### src/lpdet_defs.vh
// Shared constants of the loop detector option logic.
`ifndef LPDET_DEFS_VH
`define LPDET_DEFS_VH
// Option selector codes.
`define LPD_OPT_BYP      3'h0
`define LPD_OPT_DESENS   3'h1
`define LPD_OPT_CNTDISP  3'h2
`define LPD_OPT_CNTCLR   3'h3
`define LPD_OPT_LOOPCFG  3'h4
`define LPD_OPT_PAIR     3'h5
`define LPD_OPT_DIR      3'h6
// Loop-count setting limits and reset value.
`define LPD_LOOP_MIN     3'h1
`define LPD_LOOP_MAX     3'h4
`define LPD_LOOP_RST     3'h1
// Noise filter: consecutive agreeing samples before the filtered state moves.
`define LPD_FILT_LEN     4'h8
`define LPD_FILT_ZERO    4'h0
`define LPD_FILT_ONE     4'h1
// Desensitization ceiling: 0.05 percent, held as parts per million.
`define LPD_DESENS_PPM   10'h1F4
`define LPD_PPM_ZERO     10'h000
// Counter and display constants.
`define LPD_CNT_ZERO     16'h0000
`define LPD_CNT_ONE      16'h0001
`define LPD_CNT_LOWMAX   16'h03E7
`define LPD_DIG_BLANK    4'hF
`define LPD_TRN_ZERO     8'h00
`define LPD_TRN_ONE      8'h01
`define LPD_TRN_VEH      8'h10
`define LPD_FAIL_ZERO    8'h00
`define LPD_FAIL_ONE     8'h01
`define LPD_FAIL_MAX     8'hFF
// Display alternation and flash half period.
`define LPD_CLK_NS       10
`define LPD_HALF_NS      500000000
`define LPD_TICK_ZERO    27'h0000000
`define LPD_TICK_ONE     27'h0000001
`endif

### src/lpdet_top.v
// Two-channel loop detector option, counting and pairing logic.
`timescale 1ns/1ps
`include "lpdet_defs.vh"

// Limitations and intent of this block, for whoever picks it up next:
// The occupancy filter is a plain run-length counter on the raw occupancy level.
// A noisy loop that flips faster than the filter length never moves the filtered state.
// That is the stability the bypass trades away for a faster response.
// The channel reset on a bypass change clears only the filter, span tracking and calls.
// Counts, settings and the loop failure state are deliberately left alone, so that
// a technician who changes the filter does not lose the failure history.
// The count clear view is forced off on every entry, so each clear needs one fresh
// press after the view has been open for at least one cycle.
// Clearing a count on the same edge as a departure wins, and that vehicle is lost.
// The loss is accepted because the operator asked for zero at that instant.
// Training ends after a fixed number of counted vehicles; the real criterion of
// vehicle signature learning lives outside this block.
// Counting never looks at the call outputs, so pairing never hides a vehicle.
// The alternation and flash share one half-period tick to keep the display phases
// aligned; a count crossing 999 may show the high digits for less than a full half period.
// Direction gating is only held here as a flag; its call logic lives elsewhere.
// The only job of the flag in this block is to stay exclusive with AND pairing.
// The desensitization level is exported as a fixed ceiling; the analogue side applies it.
// All outputs are registered, so per-channel settings appear two cycles after a press.
// Shared option bits appear one cycle after a press, since they are output registers.
// Up and down pressed together count as up for the loop-count setting.
// Loop-count presses beyond the ends are ignored and do not restart training.
// A sensitivity change restarts training on that channel only.
// The failure counter saturates rather than wrapping, so a flood of faults stays visible.
// Failure indications are set by the fault input and win over a simultaneous clear.

module lpdet_top #(
   parameter HALF_CYC  = `LPD_HALF_NS / `LPD_CLK_NS,
   parameter TRAIN_VEH = `LPD_TRN_VEH
) (
   // Clock and reset
   input  wire        sys_clk_i,
   input  wire        resetn_i,
   // Loop sensing, one bit per channel
   input  wire [1:0]  occ_i,
   input  wire [1:0]  span_i,
   input  wire [1:0]  green_i,
   input  wire [1:0]  sens_chg_i,
   input  wire [1:0]  loop_fail_i,
   input  wire [1:0]  fail_clr_i,
   // Front panel
   input  wire [2:0]  opt_sel_i,
   input  wire        chan_sel_i,
   input  wire        up_i,
   input  wire        down_i,
   // Calls to the controller
   output reg  [1:0]  call_o,
   output reg  [1:0]  pend_o,
   // Option state
   output reg         filt_byp_o,
   output reg         pair_and_o,
   output reg         dir_gate_o,
   output reg         clr_view_o,
   output reg         chan_rst_o,
   output reg  [5:0]  loop_cfg_o,
   output reg  [1:0]  desens_en_o,
   output reg  [1:0]  cnt_disp_o,
   // Compensation and display
   output reg  [1:0]  desens_o,
   output reg  [19:0] desens_ppm_o,
   output reg  [31:0] count_o,
   output reg  [23:0] disp_dig_o,
   output reg  [1:0]  disp_hi_o,
   output reg  [1:0]  flash_o,
   output reg  [1:0]  train_o,
   // Loop failure
   output reg  [1:0]  fail_ind_o,
   output reg  [15:0] fail_cnt_o
);

   reg  [26:0] tick_cnt_r;
   reg         phase_r;
   reg  [2:0]  opt_last_r;
   wire        press;
   wire        tick;
   wire        shared_sel;
   wire [1:0]  filt;

   assign press = up_i | down_i;
   assign tick = (tick_cnt_r == HALF_CYC[26:0] - `LPD_TICK_ONE);
   assign shared_sel = press & (opt_sel_i == `LPD_OPT_BYP);

   // Five-digit BCD of a 16-bit count, nibble 4 is ten-thousands.
   function [19:0] to_bcd;
      input [15:0] bin;
      reg   [35:0] sh;
      integer      k;
      begin
         sh = {20'h00000, bin};
         for (k = 0; k < 16; k = k + 1) begin
            if (sh[19:16] > 4'h4) sh[19:16] = sh[19:16] + 4'h3;
            if (sh[23:20] > 4'h4) sh[23:20] = sh[23:20] + 4'h3;
            if (sh[27:24] > 4'h4) sh[27:24] = sh[27:24] + 4'h3;
            if (sh[31:28] > 4'h4) sh[31:28] = sh[31:28] + 4'h3;
            if (sh[35:32] > 4'h4) sh[35:32] = sh[35:32] + 4'h3;
            sh = {sh[34:0], 1'b0};
         end
         to_bcd = sh[35:16];
      end
   endfunction

   // One half-period tick drives both alternation and flashing.
   always @(posedge sys_clk_i or negedge resetn_i) begin
      if (!resetn_i) begin
         tick_cnt_r <= `LPD_TICK_ZERO;
         phase_r    <= 1'b0;
      end else if (tick) begin
         tick_cnt_r <= `LPD_TICK_ZERO;
         phase_r    <= ~phase_r;
      end else begin
         tick_cnt_r <= tick_cnt_r + `LPD_TICK_ONE;
      end
   end

   // Detector-wide options and the shared pair bits.
   always @(posedge sys_clk_i or negedge resetn_i) begin
      if (!resetn_i) begin
         filt_byp_o <= 1'b0;
         pair_and_o <= 1'b0;
         dir_gate_o <= 1'b0;
         chan_rst_o <= 1'b0;
         clr_view_o <= 1'b0;
         opt_last_r <= `LPD_OPT_BYP;
      end else begin
         opt_last_r <= opt_sel_i;
         if (shared_sel) filt_byp_o <= ~filt_byp_o;
         chan_rst_o <= shared_sel;
         if (press && opt_sel_i == `LPD_OPT_PAIR) begin
            pair_and_o <= ~pair_and_o;
            if (!pair_and_o) dir_gate_o <= 1'b0;
         end else if (press && opt_sel_i == `LPD_OPT_DIR) begin
            dir_gate_o <= ~dir_gate_o;
            if (!dir_gate_o) pair_and_o <= 1'b0;
         end
         if (opt_sel_i != `LPD_OPT_CNTCLR || opt_last_r != `LPD_OPT_CNTCLR) begin
            clr_view_o <= 1'b0;
         end else if (press) begin
            clr_view_o <= ~clr_view_o;
         end
      end
   end

   genvar i;
   generate
      for (i = 0; i < 2; i = i + 1) begin : g_ch
         reg  [3:0]  filt_cnt_r;
         reg         filt_r;
         reg         span_seen_r;
         reg  [15:0] count_r;
         reg  [7:0]  trn_cnt_r;
         reg         train_r;
         reg  [2:0]  loop_cfg_r;
         reg         desens_en_r;
         reg         cnt_disp_r;
         reg         fail_ind_r;
         reg  [7:0]  fail_cnt_r;
         wire        sel;
         wire        depart;
         wire        counted;
         wire        clr_hit;
         wire        cfg_chg;
         wire [19:0] bcd;

         assign sel = (chan_sel_i == i);
         assign filt[i] = filt_r;
         assign depart = filt_r & ~occ_i[i] & (filt_byp_o | filt_cnt_r == `LPD_FILT_LEN - `LPD_FILT_ONE);
         assign counted = depart & ((loop_cfg_r == `LPD_LOOP_MIN) | span_seen_r | span_i[i]);
         assign clr_hit = sel & press & ~clr_view_o & (opt_sel_i == `LPD_OPT_CNTCLR)
                          & (opt_last_r == `LPD_OPT_CNTCLR);
         assign cfg_chg = sel & press & (opt_sel_i == `LPD_OPT_LOOPCFG)
                          & ((up_i & loop_cfg_r != `LPD_LOOP_MAX)
                          | (down_i & ~up_i & loop_cfg_r != `LPD_LOOP_MIN));
         assign bcd = to_bcd(count_r);

         // Occupancy filter: a move needs FILT_LEN agreeing samples.
         always @(posedge sys_clk_i or negedge resetn_i) begin
            if (!resetn_i) begin
               filt_cnt_r  <= `LPD_FILT_ZERO;
               filt_r      <= 1'b0;
               span_seen_r <= 1'b0;
            end else if (chan_rst_o) begin
               filt_cnt_r  <= `LPD_FILT_ZERO;
               filt_r      <= 1'b0;
               span_seen_r <= 1'b0;
            end else begin
               if (occ_i[i] == filt_r) begin
                  filt_cnt_r <= `LPD_FILT_ZERO;
               end else if (filt_byp_o || filt_cnt_r == `LPD_FILT_LEN - `LPD_FILT_ONE) begin
                  filt_cnt_r <= `LPD_FILT_ZERO;
                  filt_r     <= occ_i[i];
               end else begin
                  filt_cnt_r <= filt_cnt_r + `LPD_FILT_ONE;
               end
               if (depart) span_seen_r <= 1'b0;
               else if (filt_r && span_i[i]) span_seen_r <= 1'b1;
            end
         end

         // Counter, training and per-channel settings.
         always @(posedge sys_clk_i or negedge resetn_i) begin
            if (!resetn_i) begin
               count_r     <= `LPD_CNT_ZERO;
               trn_cnt_r   <= `LPD_TRN_ZERO;
               train_r     <= 1'b1;
               loop_cfg_r  <= `LPD_LOOP_RST;
               desens_en_r <= 1'b0;
               cnt_disp_r  <= 1'b0;
            end else begin
               if (clr_hit) count_r <= `LPD_CNT_ZERO;
               else if (counted) count_r <= count_r + `LPD_CNT_ONE;
               if (cfg_chg || sens_chg_i[i]) begin
                  train_r   <= 1'b1;
                  trn_cnt_r <= `LPD_TRN_ZERO;
               end else if (train_r && counted) begin
                  trn_cnt_r <= trn_cnt_r + `LPD_TRN_ONE;
                  if (trn_cnt_r + `LPD_TRN_ONE >= TRAIN_VEH[7:0]) train_r <= 1'b0;
               end
               if (cfg_chg && up_i) loop_cfg_r <= loop_cfg_r + 3'h1;
               else if (cfg_chg) loop_cfg_r <= loop_cfg_r - 3'h1;
               if (sel && press && opt_sel_i == `LPD_OPT_DESENS) desens_en_r <= ~desens_en_r;
               if (sel && press && opt_sel_i == `LPD_OPT_CNTDISP) cnt_disp_r <= ~cnt_disp_r;
            end
         end

         // Loop failure is kept apart from the bypass channel reset.
         always @(posedge sys_clk_i or negedge resetn_i) begin
            if (!resetn_i) begin
               fail_ind_r <= 1'b0;
               fail_cnt_r <= `LPD_FAIL_ZERO;
            end else begin
               if (loop_fail_i[i]) fail_ind_r <= 1'b1;
               else if (fail_clr_i[i]) fail_ind_r <= 1'b0;
               if (loop_fail_i[i] && !fail_ind_r && fail_cnt_r != `LPD_FAIL_MAX) begin
                  fail_cnt_r <= fail_cnt_r + `LPD_FAIL_ONE;
               end
            end
         end

         // Registered per-channel outputs.
         always @(posedge sys_clk_i or negedge resetn_i) begin
            if (!resetn_i) begin
               desens_o[i]              <= 1'b0;
               desens_ppm_o[10*i+9:10*i] <= `LPD_PPM_ZERO;
               count_o[16*i+15:16*i]    <= `LPD_CNT_ZERO;
               disp_dig_o[12*i+11:12*i] <= 12'h000;
               disp_hi_o[i]             <= 1'b0;
               flash_o[i]               <= 1'b0;
               train_o[i]               <= 1'b1;
               loop_cfg_o[3*i+2:3*i]    <= `LPD_LOOP_RST;
               desens_en_o[i]           <= 1'b0;
               cnt_disp_o[i]            <= 1'b0;
               fail_ind_o[i]            <= 1'b0;
               fail_cnt_o[8*i+7:8*i]    <= `LPD_FAIL_ZERO;
            end else begin
               desens_o[i] <= desens_en_r & green_i[i];
               desens_ppm_o[10*i+9:10*i] <= (desens_en_r & green_i[i]) ? `LPD_DESENS_PPM
                                                                      : `LPD_PPM_ZERO;
               count_o[16*i+15:16*i] <= count_r;
               if (count_r > `LPD_CNT_LOWMAX && phase_r) begin
                  disp_dig_o[12*i+11:12*i] <= {`LPD_DIG_BLANK, bcd[19:12]};
                  disp_hi_o[i] <= 1'b1;
               end else begin
                  disp_dig_o[12*i+11:12*i] <= bcd[11:0];
                  disp_hi_o[i] <= 1'b0;
               end
               flash_o[i] <= cnt_disp_r & train_r & phase_r;
               train_o[i] <= train_r;
               loop_cfg_o[3*i+2:3*i] <= loop_cfg_r;
               desens_en_o[i] <= desens_en_r;
               cnt_disp_o[i] <= cnt_disp_r;
               fail_ind_o[i] <= fail_ind_r;
               fail_cnt_o[8*i+7:8*i] <= fail_cnt_r;
            end
         end
      end
   endgenerate

   // Call outputs; pairing gates the filtered occupancy.
   always @(posedge sys_clk_i or negedge resetn_i) begin
      if (!resetn_i) begin
         call_o <= 2'h0;
         pend_o <= 2'h0;
      end else if (chan_rst_o) begin
         call_o <= 2'h0;
         pend_o <= 2'h0;
      end else if (pair_and_o) begin
         call_o <= {2{filt[0] & filt[1]}};
         pend_o <= filt & ~{filt[0], filt[1]};
      end else begin
         call_o <= filt;
         pend_o <= 2'h0;
      end
   end

endmodule // lpdet_top
### config.mk
export PLATFORM = sky130hd
export DESIGN_NAME = lpdet_top
export DESIGN_NICKNAME = d
export VERILOG_FILES = /design/src/lpdet_top.v
export VERILOG_INCLUDE_DIRS = /design/src /design/src/src
export SDC_FILE = /design/constraint.sdc
export NUM_CORES = 1
export LEC_CHECK = 0
export ABC_AREA = 1
export BUFFER_PORTS_ARGS = -buffer_cell sky130_fd_sc_hd__buf_2
export CORE_ASPECT_RATIO = 1.5
export CORE_MARGIN = 5
export CORE_UTILIZATION = 55
export DETAILED_ROUTE_END_ITERATION = 8
export PLACE_DENSITY = 0.74
export SKIP_CTS_REPAIR_TIMING = 1
export SLEW_MARGIN = 30
export SYNTH_ARGS = -nofsm -noshare
export SYNTH_HDL_FRONTEND = slang
export SYNTH_SLANG_ARGS = --single-unit
### constraint.sdc
create_clock -name sys_clk_i -period 15.2 [get_ports sys_clk_i]
set_input_delay 0.76 -clock sys_clk_i [delete_from_list [all_inputs] [get_ports sys_clk_i]]
set_output_delay 0.76 -clock sys_clk_i [all_outputs]
set_load 0.01 [all_outputs]
* After elaboration in Yosys (flattened, before gate mapping)
Index checks and enable logic that the tools add are counted.
** Storage, ports and cells
- Register bits after elaboration :: 240
- Output and inout bits :: 121
** Operators by class
- Add/sub/neg operators :: 83
- Order comparisons :: 74
- Equality and inequality tests :: 26
- Mux-type cells :: 129
- Bitwise gates (word level) :: 55
- Reduce and logical (&&, ||, !) cells :: 50
** Operator list (number)
- $mux 4 :: 74
- $add 4x2->4 const B :: 60
- $gt 4x3->1 const B :: 60
- $mux 16 :: 4
- $add 16x1->16 const B :: 2
- $add 3x2->4 const B :: 8
- $add 8x1->8 const B :: 4
- $gt 16x10->1 const B :: 2
- $mux 1 :: 32
- $mux 8 :: 4
- $and 1x1->1 :: 31
- $gt 3x3->1 const B :: 10
- $reduce_bool 2->1 :: 14
- $add 27x1->27 const B :: 1
- $eq 27x26->1 const B :: 1
- $mux 27 :: 1
- $mux 12 :: 2
- $logic_and 1x1->1 :: 20
- $mux 3 :: 6
- $mux 9 :: 2
- $ge 8x5->1 const B :: 2
- $ne 8x8->1 const B :: 2
- $not 1->1 :: 13
- $reduce_and 2->1 :: 6
- other kinds (22) :: 56

* Longest topological paths before layout
Gate-level depths: netlist (run 1).
- Word-level depth :: 27
- Mapped depth :: 75
- Mapped depth without buffers :: 75

* Worst setup path after synthesis (run 1)
OpenSTA, ideal clock, no wires.
- Path type :: register to register
- From :: register g_ch[0].count_r[13]
- To :: register disp_dig_o[6]
- Library setup time :: 0.117 ns
- Arrival time :: 6.846 ns
- Required time :: 15.083 ns
- Setup slack :: 8.237 ns
- Stages on the path, launching flop included :: 62
- Period minus slack after synthesis :: 6.963 ns
- Cells stage by stage :: dfrtp_1 > inv_1 > ha_1 > inv_1 > ha_1 > nand2_1 > o21ai_1 > nand2_1 > nand2_1 > a21oi_2 > inv_2 > nand3_1 > nand2_2 > nor2_1 > inv_1 > ha_1 > xnor2_2 > nand3_1 > [26 not listed] > ha_1 > inv_1 > nand3_1 > nand2_2 > nand2_1 > and2_1 > ha_1 > inv_1 > nand2_2 > nand2_2 > xor2_2 > ha_1 > nand3b_1 > nand2_2 > inv_2 > nand2_1 > nand3_1 > nand2_1
** On the way
- Cells in the longest elaborated chain, start to end :: 27
** Ends and longest elaborated chain
- from (decl) :: line lpdet_top.v:154 : reg [15:0] count_r;
- from (signal assigned) :: line lpdet_top.v:207 : count_r <= `LPD_CNT_ZERO;
- from (signal assigned) :: line lpdet_top.v:214 : if (clr_hit) count_r <= `LPD_CNT_ZERO;
- from (signal assigned) :: line lpdet_top.v:215 : else if (counted) count_r <= count_r + `LPD_CNT_ONE;
- $add 3x2->4 / $gt 3x3->1 (equally long branches) :: line lpdet_top.v:96 : if (sh[19:16] > 4'h4) sh[19:16] = sh[19:16] + 4'h3;
- $mux 4 :: line lpdet_top.v:96
- $add 4x2->4 / $gt 4x3->1 (equally long branches) :: line lpdet_top.v:96
- $mux 4 :: line lpdet_top.v:96
- $add 4x2->4 / $gt 4x3->1 (equally long branches) :: line lpdet_top.v:96
- $mux 4 :: line lpdet_top.v:96
- $add 4x2->4, or another cell as far along :: line lpdet_top.v:96
- $mux 4, on equally long branches :: line lpdet_top.v:96, lpdet_top.v:97
- [11 not listed]
- $mux 4, on equally long branches
- $add 4x2->4, or another cell as far along :: line lpdet_top.v:98 : if (sh[27:24] > 4'h4) sh[27:24] = sh[27:24] + 4'h3;
- $mux 4, on equally long branches
- $add 4x2->4, or another cell as far along :: line lpdet_top.v:99 : if (sh[31:28] > 4'h4) sh[31:28] = sh[31:28] + 4'h3;
- $mux 4, on equally long branches :: line lpdet_top.v:99, lpdet_top.v:96, lpdet_top.v:97
- $add 3x2->3, or another cell as far along :: line lpdet_top.v:100 : if (sh[35:32] > 4'h4) sh[35:32] = sh[35:32] + 4'h3;
- $mux 3 / $mux 4 (equally long branches) :: line lpdet_top.v:100, lpdet_top.v:97
- $mux 12 (*) :: line lpdet_top.v:264 : if (count_r > `LPD_CNT_LOWMAX && phase_r) begin
- to (signal, indexed assignment) :: line lpdet_top.v:265 : disp_dig_o[12*i+11:12*i] <= {`LPD_DIG_BLANK, bcd[19:12]};
- to (signal, indexed assignment) :: line lpdet_top.v:268 : disp_dig_o[12*i+11:12*i] <= bcd[11:0];
- to (decl) :: line lpdet_top.v:67 : output reg [23:0] disp_dig_o,
Mark *: on every way between the ends. The rest lies on a longest branch, timed or not.
A chain may end at the register's enable or synchronous reset.

* Worst setup path in the final report (run 1)
- From :: register g_ch[1].count_r[13]
- To :: register disp_dig_o[19]
** On the way
- Cells in the longest elaborated chain, start to end :: 27
** Ends and longest elaborated chain (line)
- from (decl) :: lpdet_top.v:154
- from (signal assigned) :: lpdet_top.v:207
- from (signal assigned) :: lpdet_top.v:214
- from (signal assigned) :: lpdet_top.v:215
- $add 3x2->4 / $gt 3x3->1 (equally long branches) :: lpdet_top.v:96
- $mux 4 :: lpdet_top.v:96
- $add 4x2->4 / $gt 4x3->1 (equally long branches) :: lpdet_top.v:96
- $mux 4 :: lpdet_top.v:96
- $add 4x2->4 / $gt 4x3->1 (equally long branches) :: lpdet_top.v:96
- $mux 4 :: lpdet_top.v:96
- $add 4x2->4, or another cell as far along :: lpdet_top.v:96
- $mux 4, on equally long branches :: lpdet_top.v:96, lpdet_top.v:97
- [11 not listed]
- $mux 4, on equally long branches
- $add 4x2->4, or another cell as far along :: lpdet_top.v:98
- $mux 4, on equally long branches
- $add 4x2->4, or another cell as far along :: lpdet_top.v:99
- $mux 4, on equally long branches :: lpdet_top.v:99, lpdet_top.v:96, lpdet_top.v:97
- $add 3x2->3, or another cell as far along :: lpdet_top.v:100
- $mux 3 / $mux 4 (equally long branches) :: lpdet_top.v:100, lpdet_top.v:97
- $mux 12 (*) :: lpdet_top.v:264
Marks and branches as above.

==> flow_metrics.env, run 1 <==
export IMPL_crit_path_start="g_ch[1].count_r[13]$_DFFE_PN0P_"
export IMPL_coreArea_um2=29600
export IMPL_status="complete, no violations"
export IMPL_drc_errors=0
export IMPL_cp_data_required_time_ns=15.62
export IMPL_max_stage_delay_ns=0.48
export IMPL_setup_viol=0
export IMPL_routedWlPerCell_um=13.0
export IMPL_post_route_period_util_pct=52.8
export IMPL_relSlewSlack_pct=47.4
export IMPL_hp_class="input port to async pin"
export IMPL_finalHoldViolCount=0
export IMPL_place_area_um2=17600
export IMPL_clkTransAtPathRegs_ns=0.06
export IMPL_slowest_stage="dfrtp_1"
export IMPL_r2r_start="g_ch[1].count_r[13]$_DFFE_PN0P_"
export IMPL_fin_crit_ns=8.03
export IMPL_first_pass_iters=5
export IMPL_synth_avg_cell_area_um2=7.03
export IMPL_cts_buffers=23
export IMPL_die_width_um=152
export IMPL_crit_top_cell="nand2_1"
export IMPL_worstSetupStartpointType="flip-flop"
export IMPL_netlist_area_leader_share_pct=32.4
export IMPL_worstSkewPairLatency_ns=0.54
export IMPL_layout_common_cells="nand2_1, inv_1, nand3_1"
export IMPL_yosys_area_top_type="dfrtp_1"
export IMPL_routabilityCongestion=0.915
export IMPL_fp_row_count=77
export IMPL_cts_buffer_depth=3
export IMPL_crit_path_end_kind="flip-flop"
export IMPL_dieArea_um2=33700
export IMPL_synth_edf_count=0
export IMPL_path_max_fanout=6
export IMPL_design_area_um2=18400
export IMPL_rsz0062_at_grt="no"
export IMPL_yosysUniqueCellTypes=58
export IMPL_maxSlewViolCount=0
export IMPL_ant_nets=0
export IMPL_dr_total_vias=15100
export IMPL_dpl_worst_slack_ns=7.27
export IMPL_io_buffers=132
export IMPL_clockRootBuffer="clkbuf_16"
export IMPL_grt_max_degree=91
export IMPL_maxCapViolCount=0
export IMPL_die_h_um=222
export IMPL_cts_tree="yes"
export IMPL_globalRouteTotalUtil_pct=22.5
export IMPL_synth_flop_cell="dfrtp_1"
export IMPL_fmax_ghz=0.125
export IMPL_async_reset_ff_share_pct=100
export IMPL_cts_sinks=222
export IMPL_final_common_cell="nand2_1"
export IMPL_syn_to_final_growth_pct=11.1
export IMPL_start_util_pct=55.9
export IMPL_synth_area_leaders="dfrtp_1, nand2_1, nand3_1"
export IMPL_hpwlAfterDp_mm=29.6
export IMPL_synth_cells=2353
export IMPL_fin_skew_ns=0.0159
export IMPL_fin_tns_setup_ns=0
export IMPL_fillCellCount=2709
export IMPL_ys_ff_latch=222
export IMPL_grt_pass1_vias=14900
export IMPL_ctsHtreeMaxLevel=1
export IMPL_synth_seq_area_share_pct=33.6
export IMPL_fin_nets=2608
export IMPL_multi_input_area_um2=9390
export IMPL_ff_latch_area_um2=5570
export IMPL_grt_overflow=0
export IMPL_worst_pin_slew_ns=0.789
export IMPL_cp_arrival_ns=8.45
export IMPL_syn_area_um2=16500
export IMPL_drtIter0Drc=551
export IMPL_wl_mm=37.8
export IMPL_grt_pass1_wl_mm=64.4
export IMPL_yosysWarnings=0
export IMPL_viasPerCell=5.19
export IMPL_critPathKind="flip-flop to flip-flop"
export IMPL_setup_ws_ns=7.17
export IMPL_drive_gt1_share_pct=16.2
export IMPL_num_io_pins=141
export IMPL_antenna_found_initial=1
flip-flops by register name, summed over array words and instances, names as in the netlist, 6 cells and up:
| name | flops |
|---|---|
| g_ch.trn_cnt_r | 16 |
| g_ch.loop_cfg_r | 6 |
| g_ch.filt_cnt_r | 8 |
| loop_cfg_o | 6 |
| count_o | 32 |
| tick_cnt_r | 27 |
| disp_dig_o | 24 |
| g_ch.count_r | 32 |
| fail_cnt_o | 16 |
| g_ch.fail_cnt_r | 16 |
logic make-up after synthesis:
family / count (synthesis) / synth area share (%)
compound gates: 202 / 7.34
xor+xnor: 64 / 3.81
fa+ha+maj: 92 / 6.96
buf+inv: 406 / 9.79
flops: 222 / 33.6
mux: 2 / 0.136
other cells: 1 / 0.0227
simple gates: 1364 / 38.3
metal layers:
| metal | vias to the layer above | GRT usage [%] | share of wire, % |
|---|---|---|---|
| met5 | - | 0 | 0 |
| li1 | 7779 | - | - |
| met2 | 219 | 44.8 | 56 |
| met4 | 0 | 8.91 | 3.4 |
| met3 | 77 | 1.69 | 2.4 |
| met1 | 7028 | 23.6 | 39 |
path summary, 6_finish.rpt:
kind / endpoint / cells after the start / slack [ns]
min: count_o[29]$_DFF_PN0_ / 1 / 0.21
min reg2reg: fail_ind_o[0]$_DFF_PN0_ / 0 / 0.38
max in group asynchronous: disp_dig_o[15]$_DFF_PN0_ / 2 / 13.66
min in group sys_clk_i: fail_ind_o[0]$_DFF_PN0_ / 0 / 0.38
max reg2reg: disp_dig_o[19]$_DFF_PN0_ / 67 / 7.17
max: disp_dig_o[19]$_DFF_PN0_ / 67 / 7.17
worst max-delay path: cells and delay by family (launching register included):
| family | cells | cell delay, ns |
|---|---|---|
| and+or+nand+nor | 45 | 4.39 |
| adders and majority gates | 8 | 1.68 |
| buffers and inverters | 11 | 0.82 |
| DFF | 1 | 0.48 |
| AOI/OAI and AO/OA | 2 | 0.28 |
| xor gates and xnor gates | 1 | 0.24 |
final cells by class:
type | count | area share [%]
multi-input cells | 1732 | 51.1
flip-flops and latches | 222 | 30.3
inverters | 380 | 7.80
repair buffers | 137 | 3.87
clock buffers | 32 | 3.48
well taps | 395 | 2.69
clock inverters | 10 | 0.810
diodes | 1 | 0.0136
cells in the mapped netlist, types with 9 or more instances:
cell type,instances
dfrtp_1,214
nand2_2,113
inv_2,33
nor4_1,9
nand3_1,291
o21ai_0,53
nor3_1,44
a211oi_1,10
inv_1,341
a21oi_1,57
xor2_1,44
nand3b_1,15
o21ai_1,20
xnor2_1,14
o21ai_2,10
and2_1,9
nand3_2,27
nand2_1,661
o211ai_1,10
ha_1,92
buf_4,20
nand4_1,26
nor2_1,137
nand2_4,15
through the flow:
step / hold WS (ns) / std cells / util [%]
global route: 0.266 / 2909 / 62.2
CTS: 0.238 / 2908 / 62.1
finish: 0.212 / 2909 / 62.2
global placement: 0.360 / 2866 / 59.5
detailed placement: 0.363 / 2866 / 59.5
floorplan: 0.354 / 2360 / -
Power of run 1 is not shown: default switching activity piles up to over one toggle a cycle in this logic, so the estimate is an artifact.
==> run 2: changes to the inputs <==
==> constraint.sdc (replaced) <==
create_clock -name sys_clk_i -period 8.3 [get_ports sys_clk_i]
set_input_delay 0.415 -clock sys_clk_i [delete_from_list [all_inputs] [get_ports sys_clk_i]]
set_output_delay 0.415 -clock sys_clk_i [all_outputs]
set_load 0.01 [all_outputs]
==> run 2 against run 1 <==
Effect of this change: first-iteration DRC count increased by 9.6%; critical endpoint is now disp_dig_o[1]$_DFF_PN0_; non-clock buffer count rose by 19; count of clock-buffer cells in the layout stayed put; register-to-register slack got worse by 6.5 ns; sequential share of layout area shrank 0.79 points; design area increased by 2.8%; utilization rose by 1.7 points; routed wire length is 2.0% higher; die area unchanged; final cell count increased by 0.65%.
==> flow_metrics.env, run 2 (synthesis results as in run 1) <==
export IMPL_hold_depth=1
export IMPL_crit_path_end_kind="flip-flop"
export IMPL_grt_pass1_vias=14800
export IMPL_hp_start="opt_sel_i[1]"
export IMPL_maxCapViolCount=0
export IMPL_setup_viol=0
export IMPL_globalRouteTotalUtil_pct=22.6
export IMPL_fmax_ghz=0.131
export IMPL_grt_overflow=0
export IMPL_crit_top_cell="nand2_1"
export IMPL_cp_arrival_ns=8.10
export IMPL_maxSlewViolCount=0
export IMPL_ctsHtreeMaxLevel=1
export IMPL_slowest_stage="dfrtp_2"
export IMPL_status="complete, no violations"
export IMPL_final_common_cell="nand2_1"
export IMPL_die_width_um=152
export IMPL_fin_tns_setup_ns=0
export IMPL_die_h_um=222
export IMPL_cts_sinks=222
export IMPL_drive_gt1_share_pct=18.8
export IMPL_fin_crit_ns=7.64
export IMPL_syn_to_final_growth_pct=14.2
export IMPL_clockRootBuffer="clkbuf_16"
export IMPL_relSlewSlack_pct=43.8
export IMPL_routedWlPerCell_um=13.1
export IMPL_final_core_util_pct=63.9
export IMPL_num_io_pins=141
export IMPL_grt_use_met1_pct=23.5
export IMPL_fp_row_count=77
export IMPL_design_area_um2=18900
export IMPL_hp_class="input port to flip-flop"
export IMPL_max_stage_delay_ns=0.43
export IMPL_r2r_start="g_ch[0].count_r[14]$_DFFE_PN0P_"
export IMPL_cts_buffer_depth=3
export IMPL_critPathKind="flip-flop to flip-flop"
export IMPL_cts_tree="yes"
export IMPL_cts_buffers=23
export IMPL_drtIter0Drc=604
export IMPL_use_met3_pct=2.26
export IMPL_worst_r2r_path_depth=66
export IMPL_ant_nets=0
export IMPL_post_route_period_util_pct=92.1
export IMPL_viasPerCell=5.24
export IMPL_hold_ws_ns=0.0317
export IMPL_fin_skew_ns=0.0190
export IMPL_antenna_found_initial=1
export IMPL_clkTransAtPathRegs_ns=0.07
export IMPL_fin_nets=2627
export IMPL_grt_busiest_layer="met2"
export IMPL_place_area_um2=17600
export IMPL_layout_common_cells="nand2_1, inv_1, nand3_1"
export IMPL_worstSkewPairLatency_ns=0.54
export IMPL_drc_errors=0
export IMPL_io_buffers=132
export IMPL_grt_pass1_wl_mm=64.7
export IMPL_cp_data_required_time_ns=8.76
export IMPL_start_util_pct=55.9
export IMPL_dr_total_vias=15300
export IMPL_crit_path_start="g_ch[0].count_r[14]$_DFFE_PN0P_"
export IMPL_worst_pin_slew_ns=0.836
export IMPL_path_max_fanout=6
export IMPL_wl_mm=38.5
export IMPL_rsz0062_at_grt="yes"
export IMPL_hpwlAfterDp_mm=29.8
export IMPL_finalHoldViolCount=0
export IMPL_grt_met2_usage_pct=44.8
export IMPL_grt_max_degree=91
export IMPL_top_regs="count_o x32, g_ch.count_r x32, tick_cnt_r x27"
export IMPL_routabilityCongestion=0.908
export IMPL_first_pass_iters=6
export IMPL_worstSetupStartpointType="flip-flop"
export IMPL_coreArea_um2=29600
export IMPL_dieArea_um2=33700
[run 2: metrics by stage]
| stage | worst slack (ns) | instances |
|---|---|---|
| floorplan | 1.34 | 2360 |
| global placement | 0.624 | 2866 |
| detailed placement | 0.332 | 2866 |
| CTS | 0.274 | 2908 |
| global route | -0.0934 | 2928 |
| finish | 0.657 | 2928 |
[run 2: area by class of cell]
cell class	count	area (um2)
Antenna cell	1	2.50
Clock buffer	32	679
Clock inverter	10	198
Fill cell	2664	10700
Inverter	380	1430
Multi-Input combinational cell	1732	9660
Sequential cell	222	5570
Tap cell	395	494
Timing Repair Buffer	156	857
[run 2: layer usage]
metal | part of all wire (%) | vias up
li1 | - | 7826
met1 | 38 | 7161
met2 | 56 | 243
met3 | 2.8 | 106
met4 | 3.7 | 0
met5 | 0 | -
[run 2: final timing paths]
| kind | to | slack (ns) |
|---|---|---|
| setup / recovery | disp_dig_o[1]$_DFF_PN0_ | 0.66 |
| hold / removal | opt_last_r[1]$_DFF_PN0_ | 0.03 |
| setup reg to reg | disp_dig_o[1]$_DFF_PN0_ | 0.66 |
| hold reg to reg | train_o[1]$_DFF_PN1_ | 0.38 |
| max in group asynchronous | disp_dig_o[18]$_DFF_PN0_ | 6.50 |
| min in group asynchronous | fail_cnt_o[7]$_DFF_PN0_ | 0.48 |
[run 2: worst max-delay path: cells and delay by family, from the launching register on]
kind | cells | cell delay (ns)
xor gates and xnor gates | 1 | 0.23
and+or+nand+nor | 40 | 3.88
adders and majority gates | 8 | 1.56
DFF | 1 | 0.43
AOI/OAI and AO/OA | 2 | 0.43
buffers and inverters | 15 | 1.02
Power of run 2 is left out for the same reason.
==> run 3: changes to the inputs <==
--- a/config.mk
+++ b/config.mk
@@ -10,9 +10,9 @@
 export BUFFER_PORTS_ARGS = -buffer_cell sky130_fd_sc_hd__buf_2
 export CORE_ASPECT_RATIO = 1.5
 export CORE_MARGIN = 5
-export CORE_UTILIZATION = 55
+export CORE_UTILIZATION = 50
 export DETAILED_ROUTE_END_ITERATION = 8
-export PLACE_DENSITY = 0.74
+export PLACE_DENSITY = 0.69
 export SKIP_CTS_REPAIR_TIMING = 1
 export SLEW_MARGIN = 30
 export SYNTH_ARGS = -nofsm -noshare
==> run 3 against run 2 <==
Effect of this change: first-iteration DRC count increased by 18%; final cell count increased by 0.75%; count of clock-buffer cells in the layout increased by 1; non-clock buffer count increased by 3; sequential cell count unchanged; worst setup slack got worse by 0.11 ns; critical endpoint is now disp_dig_o[6]$_DFF_PN0_; clock skew decreased by 0.0066 ns.
==> flow_metrics.env, run 3 (synthesis results as in run 1) <==
export IMPL_status="complete, no violations"
export IMPL_min_to="opt_last_r[0]$_DFF_PN0_"
export IMPL_cp_arrival_ns=8.16
export IMPL_antenna_found_initial=1
export IMPL_layout_common_cells="nand2_1, inv_1, nand3_1"
export IMPL_syn_to_final_growth_pct=13.7
export IMPL_fillCellCount=3053
export IMPL_cp_num_buf_inv=12
export IMPL_post_route_period_util_pct=93.4
export IMPL_worstSetupStartpointType="flip-flop"
export IMPL_max_stage_delay_ns=0.43
export IMPL_crit_path_end_kind="flip-flop"
export IMPL_clockRootBuffer="clkbuf_16"
export IMPL_cts_buffer_depth=3
export IMPL_cp_depth=62
export IMPL_fin_nets=2630
export IMPL_critPathKind="flip-flop to flip-flop"
export IMPL_globalRouteTotalUtil_pct=20.9
export IMPL_final_common_cell="nand2_1"
export IMPL_cts_tree="yes"
export IMPL_regToRegSetupSlack_ns=0.55
export IMPL_grt_pass1_wl_mm=65.3
export IMPL_grt_pass1_vias=14800
export IMPL_hpwlAfterDp_mm=30.5
export IMPL_ctsHtreeMaxLevel=1
export IMPL_path_delay_family="simple AND/OR/NAND/NOR gates"
export IMPL_num_io_pins=141
export IMPL_ant_nets=0
export IMPL_antenna_cells=0
export IMPL_worstSkewPairLatency_ns=0.53
export IMPL_r2r_start="g_ch[0].count_r[13]$_DFFE_PN0P_"
export IMPL_dr_total_vias=15400
export IMPL_finalHoldViolCount=0
export IMPL_crit_top_cell="nand2_2"
export IMPL_fp_row_count=81
export IMPL_die_width_um=159
export IMPL_clkTransAtPathRegs_ns=0.06
export IMPL_maxCapViolCount=0
export IMPL_ff_latch_area_um2=5570
export IMPL_hp_start="opt_sel_i[0]"
export IMPL_hold_depth=1
export IMPL_grt_max_degree=100
export IMPL_start_util_pct=50.7
export IMPL_fin_crit_ns=7.75
export IMPL_routedWlPerCell_um=13.2
export IMPL_slowest_stage="dfrtp_1"
export IMPL_die_h_um=233
export IMPL_viasPerCell=5.20
export IMPL_final_core_util_pct=57.7
export IMPL_io_buffers=132
export IMPL_maxSlewViolCount=0
export IMPL_grt_overflow=0
export IMPL_relSlewSlack_pct=45.0
export IMPL_worst_pin_slew_ns=0.825
export IMPL_multi_input_area_um2=9650
export IMPL_path_max_fanout=6
export IMPL_routabilityCongestion=0.873
export IMPL_cp_data_required_time_ns=8.71
export IMPL_r2r_end="disp_dig_o[6]$_DFF_PN0_"
export IMPL_hp_class="input port to flip-flop"
export IMPL_fmax_ghz=0.129
export IMPL_top_regs="count_o x32, g_ch.count_r x32, tick_cnt_r x27"
export IMPL_drive_gt1_share_pct=18.8
export IMPL_fin_skew_ns=0.0124
export IMPL_cts_buffers=23
export IMPL_first_pass_iters=6
export IMPL_worst_r2r_path_depth=62
export IMPL_drc_errors=0
export IMPL_setup_viol=0
export IMPL_dieArea_um2=36900
export IMPL_coreArea_um2=32600
export IMPL_cts_sinks=222
export IMPL_wl_mm=38.8
export IMPL_drtIter0Drc=710
## run 3: worst max path at each step
stage | from | to | slack (ns)
after floorplan | g_ch[0].count_r[13]$_DFFE_PN0P_ | disp_dig_o[6]$_DFF_PN0_ | 1.34
after global placement | g_ch[1].count_r[13]$_DFFE_PN0P_ | disp_dig_o[19]$_DFF_PN0_ | 0.68
after detailed placement | g_ch[0].count_r[13]$_DFFE_PN0P_ | disp_dig_o[6]$_DFF_PN0_ | 0.33
after CTS | g_ch[0].count_r[13]$_DFFE_PN0P_ | disp_dig_o[6]$_DFF_PN0_ | 0.30
after global routing | g_ch[1].count_r[13]$_DFFE_PN0P_ | disp_dig_o[19]$_DFF_PN0_ | -0.08
final | g_ch[0].count_r[13]$_DFFE_PN0P_ | disp_dig_o[6]$_DFF_PN0_ | 0.55
## run 3: layout make-up
type                       count  share of cell area (%)
clock buffer                  33                    3.52
clock inverter                 9                   0.545
inverter                     380                    7.62
multi-input combinational   1732                    51.3
sequential                   222                    29.6
tap                          415                    2.76
timing repair buffer         159                    4.65
## run 3: stage by stage
| step | area [um2] | setup TNS, ns | std cells | hold slack, ns | setup slack [ns] |
|---|---|---|---|---|---|
| 3_5_place_dp | 17600 | 0 | 2887 | 0.364 | 0.329 |
| 2_1_floorplan | 16600 | 0 | 2360 | 0.119 | 1.34 |
| 4_1_cts | 18400 | 0 | 2929 | -0.0743 | 0.297 |
| 3_3_place_gp | 17600 | 0 | 2887 | 0.359 | 0.679 |
| 6_report | 18800 | 0 | 2950 | 0.0396 | 0.551 |
| 5_1_grt | 18800 | -0.258 | 2950 | 0.0255 | -0.0830 |
## run 3: metal layers
metal	track usage [%]	vias to the layer above	wire, um
met5	0	-	13
met4	7.02	2	1230
met3	1.86	79	1160
met2	41.7	241	21600
met1	22.4	7182	14800
li1	-	7850	-
Power of run 3 is left out for the same reason.
